$ cat config.mk
export PLATFORM = sky130hd
export DESIGN_NAME = wep_top
export DESIGN_NICKNAME = d
export VERILOG_FILES = /design/src/core/wep_pkg.sv /design/src/core/wep_timer_if.sv /design/src/core/wep_top.sv /design/src/core/wep_sync.sv /design/src/core/wep_timer.sv
export SDC_FILE = /design/constraint.sdc
export NUM_CORES = 1
export LEC_CHECK = 0
export BUFFER_PORTS_ARGS = -buffer_cell sky130_fd_sc_hd__buf_2
export CAP_MARGIN = 25
export CORE_MARGIN = 1.5
export CORE_UTILIZATION = 59
export CTS_BUF_LIST = sky130_fd_sc_hd__clkbuf_2 sky130_fd_sc_hd__clkbuf_4 sky130_fd_sc_hd__clkbuf_8
export DETAILED_ROUTE_END_ITERATION = 6
export GPL_TIMING_DRIVEN = 0
export PLACE_DENSITY = 0.84
export SYNTH_ARGS = -nofsm -noshare
export SYNTH_HDL_FRONTEND = slang
export SYNTH_SLANG_ARGS = --single-unit
$ cat constraint.sdc
create_clock -name pclk -period 6.1 [get_ports pclk]
set_input_delay 0 -clock pclk [delete_from_list [all_inputs] [get_ports pclk]]
set_output_delay 0 -clock pclk [all_outputs]
set_load 0.01 [all_outputs]
$ cat src/core/wep_pkg.sv
package wep_pkg;

  // register indices, byte address is four times the index
  localparam logic [9:0]  IDX_CTRL      = 10'h0D4;
  localparam logic [9:0]  IDX_TIME      = 10'h0D6;
  localparam logic [9:0]  IDX_IRQ_STAT  = 10'h0E0;
  localparam logic [9:0]  IDX_IRQ_MASK  = 10'h0E1;
  localparam logic [9:0]  IDX_STATE     = 10'h0E2;

  // power_event_control fields
  localparam int          BIT_RSV15     = 15;
  localparam int          BIT_DLY       = 14;
  localparam int          BIT_RSV13     = 13;
  localparam int          BIT_POL       = 12;
  localparam int          EN_LSB        = 8;
  localparam int          BIT_AUTO      = 7;
  localparam int          BIT_TO_NORMAL = 6;
  localparam int          STAT_LSB      = 2;
  localparam int          MODE_LSB      = 0;
  localparam logic [15:0] CTRL_RESET    = 16'h0000;
  localparam logic [15:0] CTRL_RW_MASK  = 16'h7FC3;

  // sleep_wake_time_reg fields: wake time low byte, go-sleep time high byte
  localparam int          WAKE_LSB      = 0;
  localparam int          SLEEP_LSB     = 8;
  localparam logic [15:0] TIME_RESET    = 16'h0A0A;

  // event vector positions, shared by wake status and interrupt status
  localparam int          EV_ENERGY     = 0;
  localparam int          EV_LINK       = 1;
  localparam int          EV_MAGIC      = 2;
  localparam int          EV_FRAME      = 3;
  localparam int          IRQ_WAKE_NORM = 4;
  localparam int          IRQ_W         = 5;
  localparam logic [4:0]  IRQ_RESET     = 5'h00;

  // timing
  localparam int          CLK_PERIOD_NS = 100;
  localparam int          TIME_UNIT_NS  = 1000;
  localparam int          UNIT_CYC      = (TIME_UNIT_NS + CLK_PERIOD_NS - 1) / CLK_PERIOD_NS;

  typedef enum logic [1:0]
  {
    MODE_NORMAL   = 2'b00,
    MODE_ENERGY   = 2'b01,
    MODE_SOFT_PD  = 2'b10,
    MODE_SAVING   = 2'b11
  } wep_mode_type;

  typedef enum logic
  {
    PS_NORMAL = 1'b0,
    PS_LOW    = 1'b1
  } wep_pstate_type;

endpackage

$ cat src/core/wep_timer_if.sv
`timescale 1ns/1ps
interface wep_timer_if;
  logic       run;
  logic [7:0] limit;
  logic       expired;
  modport ctrl  (output run, output limit, input expired);
  modport timer (input run, input limit, output expired);
endinterface // wep_timer_if

$ cat src/core/wep_top.sv
// Notes on behaviour
// - With delay enable set, the power event output stays inactive until clocks run and host access is ready.
// - With delay enable clear, an enabled wake event drives the power event output at once.
// - The delay enable only counts while auto wake-up is enabled.
// - The polarity bit makes the power event output active high when one, active low when zero.
// - A four-bit enable field selects wake frame, magic packet, link up and energy events.
// - Only events whose enable bit is one assert the power event output.
// - With auto wake-up in energy-detect mode, energy lasting past the wake time returns to normal power.
// - In the normal-power state with normal or energy-detect mode the MAC may both receive and transmit.
// - With the to-normal bit and auto wake-up, the wake also switches the mode to normal operation.
// - With the to-normal bit clear, the mode stays energy-detect after a wake.
// - Bit 15 is reserved read-only zero, bit 13 is a reserved storage bit with no effect.
// - Wake status in bits 5 to 2 reports energy, link up, magic packet and wake frame events.
// - Wake status is cleared by writing ones or by power-up reset only, and clearing releases the output.
// - A two-bit mode field selects normal, energy-detect, soft power-down or power saving.
// - A timing register holds the go-sleep and wake-up times for energy-detect transitions.
//
// Our own choice: the APB slave port.
`timescale 1ns/1ps
module wep_top
  import wep_pkg::*;
#(
  parameter int UNIT = UNIT_CYC
)
(
  // clock and reset
  input  wire logic        pclk,
  input  wire logic        presetn,
  // hardware or software reset request, one cycle
  input  wire logic        soft_reset,
  // apb slave
  input  wire logic        psel,
  input  wire logic        penable,
  input  wire logic        pwrite,
  input  wire logic [11:0] paddr,
  input  wire logic [31:0] pwdata,
  output logic      [31:0] prdata,
  output logic             pready,
  output logic             pslverr,
  // line events, asynchronous levels
  input  wire logic        energy_det,
  input  wire logic        link_up,
  input  wire logic        magic_rx,
  input  wire logic        wake_frame_rx,
  // power outputs
  output logic             power_event_out,
  output logic             low_power,
  output logic             mac_enable,
  output logic       [1:0] power_mode,
  // interrupt
  output logic             irq
);

  logic [15:0]      ctrl;
  logic [15:0]      next_ctrl;
  logic [15:0]      sleep_wake_time_reg;
  logic [15:0]      next_time;
  logic [IRQ_W-1:0] irq_stat;
  logic [IRQ_W-1:0] next_irq_stat;
  logic [IRQ_W-1:0] irq_mask;
  logic [IRQ_W-1:0] next_irq_mask;
  wep_pstate_type   pstate;
  wep_pstate_type   next_pstate;
  logic [3:0]       line_lvl;
  logic [3:0]       line_prev;
  logic [3:0]       ev;
  logic             pme_out;
  logic             next_pme_out;
  logic [31:0]      next_prdata;
  logic             wr;
  logic             mapped;
  logic [9:0]       idx;
  logic             wake_norm;
  logic             go_sleep;
  logic             ed_mode;
  logic [3:0]       status;
  logic [3:0]       enables;
  logic             pme_active;

  wep_timer_if tif ();

  // line input synchronisers
  wep_sync u_sync_energy
  (
    .pclk    (pclk),
    .presetn (presetn),
    .din     (energy_det),
    .dout    (line_lvl[EV_ENERGY])
  );
  wep_sync u_sync_link
  (
    .pclk    (pclk),
    .presetn (presetn),
    .din     (link_up),
    .dout    (line_lvl[EV_LINK])
  );
  wep_sync u_sync_magic
  (
    .pclk    (pclk),
    .presetn (presetn),
    .din     (magic_rx),
    .dout    (line_lvl[EV_MAGIC])
  );
  wep_sync u_sync_frame
  (
    .pclk    (pclk),
    .presetn (presetn),
    .din     (wake_frame_rx),
    .dout    (line_lvl[EV_FRAME])
  );

  // rising edges are events; link going down to up
  assign ev = line_lvl & ~line_prev;

  always_ff @(posedge pclk or negedge presetn)
  begin
    if (!presetn)
      line_prev <= 4'h0;
    else
      line_prev <= line_lvl;
  end

  // apb decode, zero wait states
  assign idx    = paddr[11:2];
  assign wr     = psel && penable && pwrite && mapped;
  assign pready = 1'b1;
  assign pslverr = psel && penable && !mapped;

  always_comb
  begin
    mapped = (paddr[1:0] == 2'b00) &&
             ((idx == IDX_CTRL) || (idx == IDX_TIME) || (idx == IDX_IRQ_STAT) ||
              (idx == IDX_IRQ_MASK) || (idx == IDX_STATE));
  end

  // field views
  assign status  = ctrl[STAT_LSB +: 4];
  assign enables = ctrl[EN_LSB +: 4];
  assign ed_mode = (ctrl[MODE_LSB +: 2] == MODE_ENERGY);

  // energy-detect power state timers
  always_comb
  begin
    tif.run   = 1'b0;
    tif.limit = sleep_wake_time_reg[SLEEP_LSB +: 8];
    if (ed_mode)
    begin
      if (pstate == PS_NORMAL)
        tif.run = !line_lvl[EV_ENERGY];
      else
      begin
        tif.run   = line_lvl[EV_ENERGY] && ctrl[BIT_AUTO];
        tif.limit = sleep_wake_time_reg[WAKE_LSB +: 8];
      end
    end
  end

  wep_timer #(.UNIT(UNIT)) u_timer
  (
    .pclk    (pclk),
    .presetn (presetn),
    .tif     (tif)
  );

  assign go_sleep  = ed_mode && (pstate == PS_NORMAL) && tif.expired;
  assign wake_norm = ed_mode && (pstate == PS_LOW) && tif.expired;

  // power state machine
  always_comb
  begin
    next_pstate = pstate;
    unique case (pstate)
      PS_NORMAL:
      begin
        if (go_sleep)
          next_pstate = PS_LOW;
      end
      PS_LOW:
      begin
        if (!ed_mode)
          next_pstate = PS_NORMAL;
        else if (wake_norm)
          next_pstate = PS_NORMAL;
      end
    endcase
  end

  always_ff @(posedge pclk or negedge presetn)
  begin
    if (!presetn)
      pstate <= PS_NORMAL;
    else
      pstate <= next_pstate;
  end

  // control register with wake status
  always_comb
  begin
    next_ctrl = ctrl;
    if (soft_reset)
      next_ctrl = (CTRL_RESET & CTRL_RW_MASK) | (ctrl & ~CTRL_RW_MASK);
    else if (wr && idx == IDX_CTRL)
    begin
      next_ctrl = (pwdata[15:0] & CTRL_RW_MASK) | (ctrl & ~CTRL_RW_MASK);
      next_ctrl[STAT_LSB +: 4] = status & ~pwdata[STAT_LSB +: 4];
    end
    // with the to-normal bit clear the mode is left alone
    if (wake_norm && ctrl[BIT_TO_NORMAL] && !(wr && idx == IDX_CTRL))
      next_ctrl[MODE_LSB +: 2] = MODE_NORMAL;
    next_ctrl[STAT_LSB +: 4] = next_ctrl[STAT_LSB +: 4] | ev;
    next_ctrl[BIT_RSV15] = 1'b0;
  end

  always_ff @(posedge pclk or negedge presetn)
  begin
    if (!presetn)
      ctrl <= CTRL_RESET;
    else
      ctrl <= next_ctrl;
  end

  // timing register
  always_comb
  begin
    next_time = sleep_wake_time_reg;
    if (soft_reset)
      next_time = TIME_RESET;
    else if (wr && idx == IDX_TIME)
      next_time = pwdata[15:0];
  end

  always_ff @(posedge pclk or negedge presetn)
  begin
    if (!presetn)
      sleep_wake_time_reg <= TIME_RESET;
    else
      sleep_wake_time_reg <= next_time;
  end

  // interrupt status and mask, set wins over write-one clear
  always_comb
  begin
    next_irq_stat = irq_stat;
    next_irq_mask = irq_mask;
    if (soft_reset)
    begin
      next_irq_stat = IRQ_RESET;
      next_irq_mask = IRQ_RESET;
    end
    else
    begin
      if (wr && idx == IDX_IRQ_STAT)
        next_irq_stat = irq_stat & ~pwdata[IRQ_W-1:0];
      if (wr && idx == IDX_IRQ_MASK)
        next_irq_mask = pwdata[IRQ_W-1:0];
    end
    next_irq_stat = next_irq_stat | {wake_norm, ev};
  end

  always_ff @(posedge pclk or negedge presetn)
  begin
    if (!presetn)
    begin
      irq_stat <= IRQ_RESET;
      irq_mask <= IRQ_RESET;
      irq      <= 1'b0;
    end
    else
    begin
      irq_stat <= next_irq_stat;
      irq_mask <= next_irq_mask;
      irq      <= |(next_irq_stat & next_irq_mask);
    end
  end

  // power event output
  always_comb
  begin
    // without delay the assertion follows the status at once
    pme_active = |(status & enables);
    if (ctrl[BIT_AUTO] && ctrl[BIT_DLY] && pstate == PS_LOW)
      pme_active = 1'b0;
    // no pending enabled status leaves the inactive level
    next_pme_out = ctrl[BIT_POL] ? pme_active : !pme_active;
  end

  always_ff @(posedge pclk or negedge presetn)
  begin
    if (!presetn)
      pme_out <= 1'b1;
    else
      pme_out <= next_pme_out;
  end

  assign power_event_out = pme_out;

  // read data captured in the setup phase
  always_comb
  begin
    next_prdata = prdata;
    if (psel && !penable)
    begin
      next_prdata = 32'h0000_0000;
      if (paddr[1:0] == 2'b00)
      begin
        unique case (idx)
          IDX_CTRL:     next_prdata[15:0]      = ctrl;
          IDX_TIME:     next_prdata[15:0]      = sleep_wake_time_reg;
          IDX_IRQ_STAT: next_prdata[IRQ_W-1:0] = irq_stat;
          IDX_IRQ_MASK: next_prdata[IRQ_W-1:0] = irq_mask;
          IDX_STATE:    next_prdata[0]         = pstate;
          default:      next_prdata            = 32'h0000_0000;
        endcase
      end
    end
  end

  always_ff @(posedge pclk or negedge presetn)
  begin
    if (!presetn)
      prdata <= 32'h0000_0000;
    else
      prdata <= next_prdata;
  end

  // power outputs
  always_ff @(posedge pclk or negedge presetn)
  begin
    if (!presetn)
    begin
      low_power  <= 1'b0;
      mac_enable <= 1'b1;
      power_mode <= MODE_NORMAL;
    end
    else
    begin
      low_power  <= (next_pstate == PS_LOW);
      mac_enable <= (next_pstate == PS_NORMAL) &&
                    ((next_ctrl[MODE_LSB +: 2] == MODE_NORMAL) ||
                     (next_ctrl[MODE_LSB +: 2] == MODE_ENERGY));
      power_mode <= next_ctrl[MODE_LSB +: 2];
    end
  end

endmodule // wep_top

$ cat src/core/wep_sync.sv
`timescale 1ns/1ps
module wep_sync
  import wep_pkg::*;
(
  // clock and reset
  input  wire logic pclk,
  input  wire logic presetn,
  // async level in, filtered level out
  input  wire logic din,
  output logic      dout
);

  logic [2:0] stage;
  logic [2:0] next_stage;
  logic       next_dout;

  always_comb
  begin
    next_stage = {stage[1:0], din};
    // change counts once the second and third stage agree
    next_dout  = (stage[1] == stage[2]) ? stage[2] : dout;
  end

  always_ff @(posedge pclk or negedge presetn)
  begin
    if (!presetn)
    begin
      stage <= 3'h0;
      dout  <= 1'b0;
    end
    else
    begin
      stage <= next_stage;
      dout  <= next_dout;
    end
  end

endmodule // wep_sync

$ cat src/core/wep_timer.sv
`timescale 1ns/1ps
module wep_timer
  import wep_pkg::*;
#(
  parameter int UNIT = UNIT_CYC
)
(
  // clock and reset
  input  wire logic   pclk,
  input  wire logic   presetn,
  // control
  wep_timer_if.timer  tif
);

  logic [15:0] pre;
  logic [15:0] next_pre;
  logic [8:0]  units;
  logic [8:0]  next_units;

  // counts whole time units while run stays high, saturating
  always_comb
  begin
    next_pre   = pre;
    next_units = units;
    if (!tif.run)
    begin
      next_pre   = 16'h0000;
      next_units = 9'h000;
    end
    else if (pre == 16'(UNIT - 1))
    begin
      next_pre = 16'h0000;
      if (units != 9'h1FF)
        next_units = units + 9'h001;
    end
    else
      next_pre = pre + 16'h0001;
  end

  always_ff @(posedge pclk or negedge presetn)
  begin
    if (!presetn)
    begin
      pre   <= 16'h0000;
      units <= 9'h000;
    end
    else
    begin
      pre   <= next_pre;
      units <= next_units;
    end
  end

  // strictly longer than the programmed time
  assign tif.expired = tif.run && (units > {1'b0, tif.limit});

endmodule // wep_timer

==> results of run 1 <==
[final timing paths]
path / end / startpoint / slack [ns] / cells after the start
worst max-delay path: irq$_DFF_PN0_ / low_power$_DFF_PN0_ / 2.92 / 10
worst min-delay path: irq_mask[1]$_DFF_PN0_ / soft_reset / 0.03 / 4
worst max register to register: irq$_DFF_PN0_ / low_power$_DFF_PN0_ / 2.92 / 10
worst min register to register: u_sync_energy.stage[1]$_DFF_PN0_ / u_sync_energy.stage[0]$_DFF_PN0_ / 0.36 / 0
max in group asynchronous: mac_enable$_DFF_PN1_ / presetn / 5.27 / 3
min in group asynchronous: ctrl[13]$_DFFE_PN0P_ / presetn / 0.11 / 2
[report_power, final]
| group | switching (mW) | internal (mW) | leakage [nW] |
|---|---|---|---|
| combinational | 0.0507 | 0.0391 | 1.25 |
| clock | 0.249 | 0.165 | 0.0989 |
| sequential | 0.00679 | 0.716 | 1.39 |
| total | 0.306 | 0.920 | 2.73 |
[area by class of cell]
| type | instances | area, sq um |
|---|---|---|
| multi-input combinational | 354 | 2185 |
| fill | 626 | 2287 |
| buffer | 38 | 236.5 |
| timing repair buffer | 81 | 535.5 |
| sequential | 106 | 2660 |
| inverter | 10 | 37.54 |
| clock buffer | 10 | 137.6 |
| clock inverter | 6 | 47.55 |
| tap | 105 | 131.4 |
[Yosys cell counts (2+ instances only)]
library cell / count
xor2_1: 13
and3_1: 6
a2111oi_0: 2
a31o_2: 2
inv_1: 9
or3_1: 4
maj3_1: 4
a221oi_1: 5
a21o_1: 2
conb_1: 2
nor2b_1: 5
mux2i_1: 22
nand4_1: 11
nand2b_1: 4
buf_6: 2
a22oi_1: 16
nand2_1: 70
nand3_1: 14
o21ai_0: 22
or4_1: 2
nor3_1: 7
ha_1: 12
buf_4: 20
buf_2: 3
mux2_2: 2
a21oi_1: 22
a21boi_0: 2
clkbuf_1: 13
dfrtp_1: 100
xnor2_1: 7
nor2_1: 50
dfstp_2: 6
nor4_1: 5
and3b_1: 2
[stage by stage]
step	total power, mW	worst slack [ns]
after global placement	0.8098	3.119
final	1.226	2.920
after floorplan	0.7726	3.627
after CTS	1.229	2.997
after global routing	1.273	2.734
after detailed placement	0.8152	3.019
[worst max-delay path, delay by kind of cell (launching register included)]
family | cells | cell delay [ns]
buffers and inverters | 1 | 0.35
flip-flops | 1 | 0.38
adder cells (fa/ha/maj) | 1 | 0.30
AND/OR/NAND/NOR | 3 | 0.78
AO/OA/AOI/OAI | 4 | 0.88
multiplexers | 1 | 0.32
[per-layer routing]
| metal | vias to the layer above | track usage | share of wire |
|---|---|---|---|
| met4 | 0 | 0.1238 | 0.025 |
| met2 | 166 | 0.4173 | 0.50 |
| met5 | - | 0 | 0 |
| met3 | 28 | 0.04147 | 0.058 |
| li1 | 1901 | - | - |
| met1 | 1962 | 0.3492 | 0.42 |
[kinds of logic after synthesis]
group | synth area share
compound gates | 0.1078
xor+xnor | 0.03460
fa+ha+maj | 0.03757
buf+inv | 0.05413
flops | 0.5255
mux | 0.04795
other cells | 0.001483
simple gates | 0.1911
[timing repair]
action,CTS,global route
endpoints found under the hold margin,69,0
hold buffers,21,0
setup endpoints to repair,0,0
==> results.cfg, run 1 <==
[global_routing]
grt_antenna_before_repair = 0
grt_usage = 0.2616
grt_pass1_vias = 3735
grt_pass1_wl_microns = 17870
gr-total-overflow = 0
grt_max_degree = 74

[sta]
hold_viol = 0
period_needed_ns = 3.180
finClkSkew_ns = 0.01338
hold_slack_ns = 0.03196
tns_ns = 0
fmax_mhz = 314.5
setup_viol = 0
min_period_over_period = 0.5212
maxSlewHeadroom = 0.4548
drv_slew = 0
rsz0062_at_grt = false
worst_pin_slew_ns = 0.8104

[placement]
port_buffers = 59
dp_hpwl_microns = 8135
gp_congestion = 0.8960
place_inst = 673
place_area_sq_mm = 0.005575

[cts]
clock_latency_ns = 0.37
cts.repair.resized = 0
root_buffer = clkbuf_8
clock-sinks = 106
cts_tree = yes
clock_path_buffers = 2
htree_levels = 3
numCtsBuffers = 9
post-cts-setup-buffers = 0
clk_pin_slew_ns = 0.10

[setup_path]
start_kind = flop
slowest_stage = nand2_1
setup.worst_path.end_class = flop
crit_fanout = 8
crit_type = flop to flop
cp.arrival_ns = 3.38
cp_cell_sequence = clkbuf_1 > nand2_1 > mux2i_1 > ha_1 > a2111oi_0 > o21ai_0 > nor2_1 > o32ai_1 > nand3_1 > o2111ai_1
worstPathRequired_ns = 6.30
max_stage_delay_ns = 0.41

[finish]
fin_util = 0.7230
diodes = 0
final_common_cell = dfrtp_1
drive_gt1_frac = 0.2000
fin_nets = 666
stdcell_area_sq_mm = 0.005971
final_cell_mix = dfrtp_1 (100), nand2_1 (70), buf_2 (61), nor2_1 (50)
finalNonFillerCells = 710
area_growth_pct = 17.94

[die]
rows = 33
start_util = 0.6130
core-area_sq_mm = 0.008258
io_pins = 94
die-area_sq_mm = 0.009145
die_x_microns = 95.63
die_h_microns = 95.63

[logic_synthesis]
ys_seq_elements = 106
synth.top_cell.area_share = 0.4943
seq_area_frac_synth = 0.5255
ys.warnings.count = 0
syn_avg_cell_area_sq_um = 10.27
yosys.area.top_type = dfrtp_1
synthCells = 493
synth_edf_count = 0
ys_async_sr_fraction = 1.000
ys_types = 59
synthFlopType = dfrtp_1
synth_area_leaders = dfrtp_1 (49%), nand2_1 (5.2%), mux2i_1 (4.3%)
syn_area_sq_mm = 0.005062

[power_and_ir_drop]
ir_drop_v = 0.0001796
cellPowerDensity_mw_per_mm2 = 205.4
p_leak_nw = 2.735

[route]
ant_nets = 0
num_vias = 4057
dr.pass1.iters = 5
vias_per_cell = 5.714
wl_microns = 11430
wl_per_cell_microns = 16.10
route.detailed.drc = 0
drtIter0Drc = 280

[flow_run]
drv_cap = 0

[worst_hold_path]
hold_path.class = input pin to flop

[outcome]
status = complete, no violations
Power figures use the tool's default switching activity.
==> run 2: changes to the inputs <==
--- a/config.mk
+++ b/config.mk
@@ -5,14 +5,15 @@
 export SDC_FILE = /design/constraint.sdc
 export NUM_CORES = 1
 export LEC_CHECK = 0
+export ABC_AREA = 1
 export BUFFER_PORTS_ARGS = -buffer_cell sky130_fd_sc_hd__buf_2
 export CAP_MARGIN = 25
 export CORE_MARGIN = 1.5
-export CORE_UTILIZATION = 59
+export CORE_UTILIZATION = 58
 export CTS_BUF_LIST = sky130_fd_sc_hd__clkbuf_2 sky130_fd_sc_hd__clkbuf_4 sky130_fd_sc_hd__clkbuf_8
 export DETAILED_ROUTE_END_ITERATION = 6
 export GPL_TIMING_DRIVEN = 0
-export PLACE_DENSITY = 0.84
+export PLACE_DENSITY = 0.82
 export SYNTH_ARGS = -nofsm -noshare
 export SYNTH_HDL_FRONTEND = slang
 export SYNTH_SLANG_ARGS = --single-unit
==> constraint.sdc (replaced) <==
create_clock -name pclk -period 3.3 [get_ports pclk]
set_input_delay 0 -clock pclk [delete_from_list [all_inputs] [get_ports pclk]]
set_output_delay 0 -clock pclk [all_outputs]
set_load 0.01 [all_outputs]
==> run 2 against run 1 <==
  * Via count grew 13%
  * Clock-buffer cell count grew 1
  * Register-to-register slack lost 2.6 ns
  * Routed wire length grew 8.8%
  * Sequential power grew 87%
  * Sequential share of layout area shrank 2.8 points
==> results.cfg, run 2 <==
[die]
start_util = 0.6072
core-area_sq_mm = 0.008848
rows = 34
io_pins = 94
die-area_sq_mm = 0.009850
die_x_microns = 99.25
die_h_microns = 99.25

[cts]
cts_tree = yes
clk_pin_slew_ns = 0.10
htree_levels = 3
clock-sinks = 106
root_buffer = clkbuf_8
cts.repair.resized = 0
numCtsBuffers = 9
clock_path_buffers = 2
clock_latency_ns = 0.37

[finish]
stdcell_area_sq_mm = 0.006365
drive_gt1_frac = 0.2302
final_common_cell = nand2_1
fin_nets = 795
area_growth_pct = 18.47
fin_util = 0.7193
diodes = 0
finalNonFillerCells = 842
final_cell_mix = nand2_1 (117), dfrtp_1 (100), inv_1 (81), buf_2 (60), o21ai_0 (56)

[sta]
worst_pin_slew_ns = 0.6913
period_needed_ns = 2.944
drv_slew = 0
hold_viol = 0
maxSlewHeadroom = 0.5392
finClkSkew_ns = 0.01203
min_period_over_period = 0.8920
hold_slack_ns = 0.01183
tns_ns = 0
fmax_mhz = 339.7
rsz0062_at_grt = false
fin_ws_ns = 0.3563
setup_viol = 0

[logic_synthesis]
synth_common_cells = nand2_1 (117), dfrtp_1 (100), inv_1 (81)
ys_seq_elements = 106
ys_async_sr_fraction = 1.000
yosysMostFrequentCell = nand2_1
yosys.area.top_type = dfrtp_1
syn_area_sq_mm = 0.005373
synth_edf_count = 0
synth_area_leaders = dfrtp_1 (47%), nand2_1 (8.2%), inv_1 (5.7%)
synthCells = 618
synth.top_cell.area_share = 0.4658
syn_avg_cell_area_sq_um = 8.694
ys_types = 51
ys.warnings.count = 0
seq_area_frac_synth = 0.4951
synthFlopType = dfrtp_1

[setup_path]
slowest_stage = dfrtp_1
cp.arrival_ns = 3.20
crit_fanout = 10
max_stage_delay_ns = 0.38
worstPathRequired_ns = 3.56
cp_cell_sequence = inv_1 > nor2_1 > nand2_1 > clkbuf_1 > o21ai_0 > ha_1 > a21o_1 > o21ai_0 > o2111ai_1 > nand4_1 > nand2_1 > nand2_1 > inv_1 > nor2_1 > nand2_1
start_kind = flop
reg2reg_slack_ns = 0.36
ff2ff_path_depth = 15
crit_type = flop to flop
critPathCapture = irq$_DFF_PN0_
crit_path_frequent_cell = nand2_1
worstReg2RegEnd = irq$_DFF_PN0_
critPathLaunch = power_mode[0]$_DFF_PN0_
reg2reg_from = power_mode[0]$_DFF_PN0_
setup.worst_path.end_class = flop
cp.depth = 15
worst-path-buf-inv = 3
cp_top_family = simple AND/OR/NAND/NOR gates

[route]
vias_per_cell = 5.422
drtIter0Drc = 302
num_vias = 4565
dr.pass1.iters = 5
ant_nets = 0
wl_microns = 12440
route.detailed.drc = 0
wl_per_cell_microns = 14.78

[placement]
gp_congestion = 0.9003
place_ws_ns = 0.4275
dp_hpwl_microns = 8932
port_buffers = 60
place_inst = 802
place_area_sq_mm = 0.005894

[power_and_ir_drop]
ir_drop_v = 0.0002799
seqPwrFrac = 0.545
swShare = 0.2414
p_switching_mw = 0.5984
clockPowerShare = 0.369
p_leak_nw = 3.146
pwr-share-comb = 0.086
internal_power_mw = 1.881
cellPowerDensity_mw_per_mm2 = 389.5
power.total_mw = 2.479

[global_routing]
grt_usage = 0.2629
grt_pass1_vias = 4489
grt_max_degree = 56
grt_antenna_before_repair = 0
grt_pass1_wl_microns = 20700
gr-total-overflow = 0

[flow_run]
drv_cap = 0

[worst_hold_path]
hold_path.class = input pin to flop

[outcome]
status = complete, no violations
-- run 2: cell families (layout without fill, tap and decap cells) --
kind of cell | after synthesis | after routing | synth area share
XOR/XNOR | 1 | 1 | 0.001630
flip-flops | 106 | 106 | 0.4951
buffers and inverters | 119 | 220 | 0.1001
AO/OA/AOI/OAI | 126 | 126 | 0.1409
other | 2 | 17 | 0.001398
adder cells (fa/ha/maj) | 16 | 16 | 0.03540
AND/OR/NAND/NOR | 248 | 248 | 0.2254
-- run 2: tightest hold or removal path: cells and delay by family --
kind | cells | cell delay (ns)
simple gates | 2 | 0.20
compound gates | 1 | 0.07
buf+inv | 1 | 0.07
-- run 2: timing repair --
action                                 in CTS  in global routing
endpoints found under the hold margin      87                  0
hold buffers                               24                  0
setup buffers                               0                  0
-- run 2: power by group through the flow --
| stage | Sequential (mW) | Combinational, mW | Clock [mW] |
|---|---|---|---|
| 2_1_floorplan | 1.37 | 0.107 | 0 |
| 3_3_place_gp | 1.37 | 0.180 | 0 |
| 3_5_place_dp | 1.38 | 0.189 | 0 |
| 4_1_cts | 1.35 | 0.212 | 0.921 |
| 5_1_grt | 1.36 | 0.236 | 0.966 |
| 6_report | 1.35 | 0.213 | 0.915 |
-- run 2: worst min-delay path by stage --
stage / slack [ns] / from / depth (start not counted) / endpoint
floorplan: -0.30 / presetn / 0 / ctrl[10]$_DFFE_PN0P_
global placement: 0.11 / wake_frame_rx / 1 / u_sync_frame.stage[0]$_DFF_PN0_
detailed placement: 0.08 / presetn / 1 / ctrl[12]$_DFFE_PN0P_
CTS: 0.002 / paddr[0] / 4 / prdata[15]$_DFFE_PN0P_
global route: 0.05 / paddr[1] / 4 / prdata[15]$_DFFE_PN0P_
finish: 0.01 / paddr[0] / 4 / prdata[15]$_DFFE_PN0P_
-- run 2: per-layer routing --
| metal | track usage | share of wire | vias up |
|---|---|---|---|
| met3 | 0.03795 | 0.062 | 31 |
| li1 | - | - | 2205 |
| met4 | 0.1073 | 0.026 | 0 |
| met1 | 0.3500 | 0.43 | 2126 |
| met2 | 0.4368 | 0.48 | 203 |
| met5 | 0 | 0 | - |
-- run 2: area by class of cell --
type	count	area (sq um)
sequential	106	2660
clock inverter	5	85.08
fill	674	2484
inverter	89	334.1
multi-input combinational	408	2231
tap	108	135.1
clock buffer	11	145.1
timing repair buffer	85	570.5
buffer	30	203.9
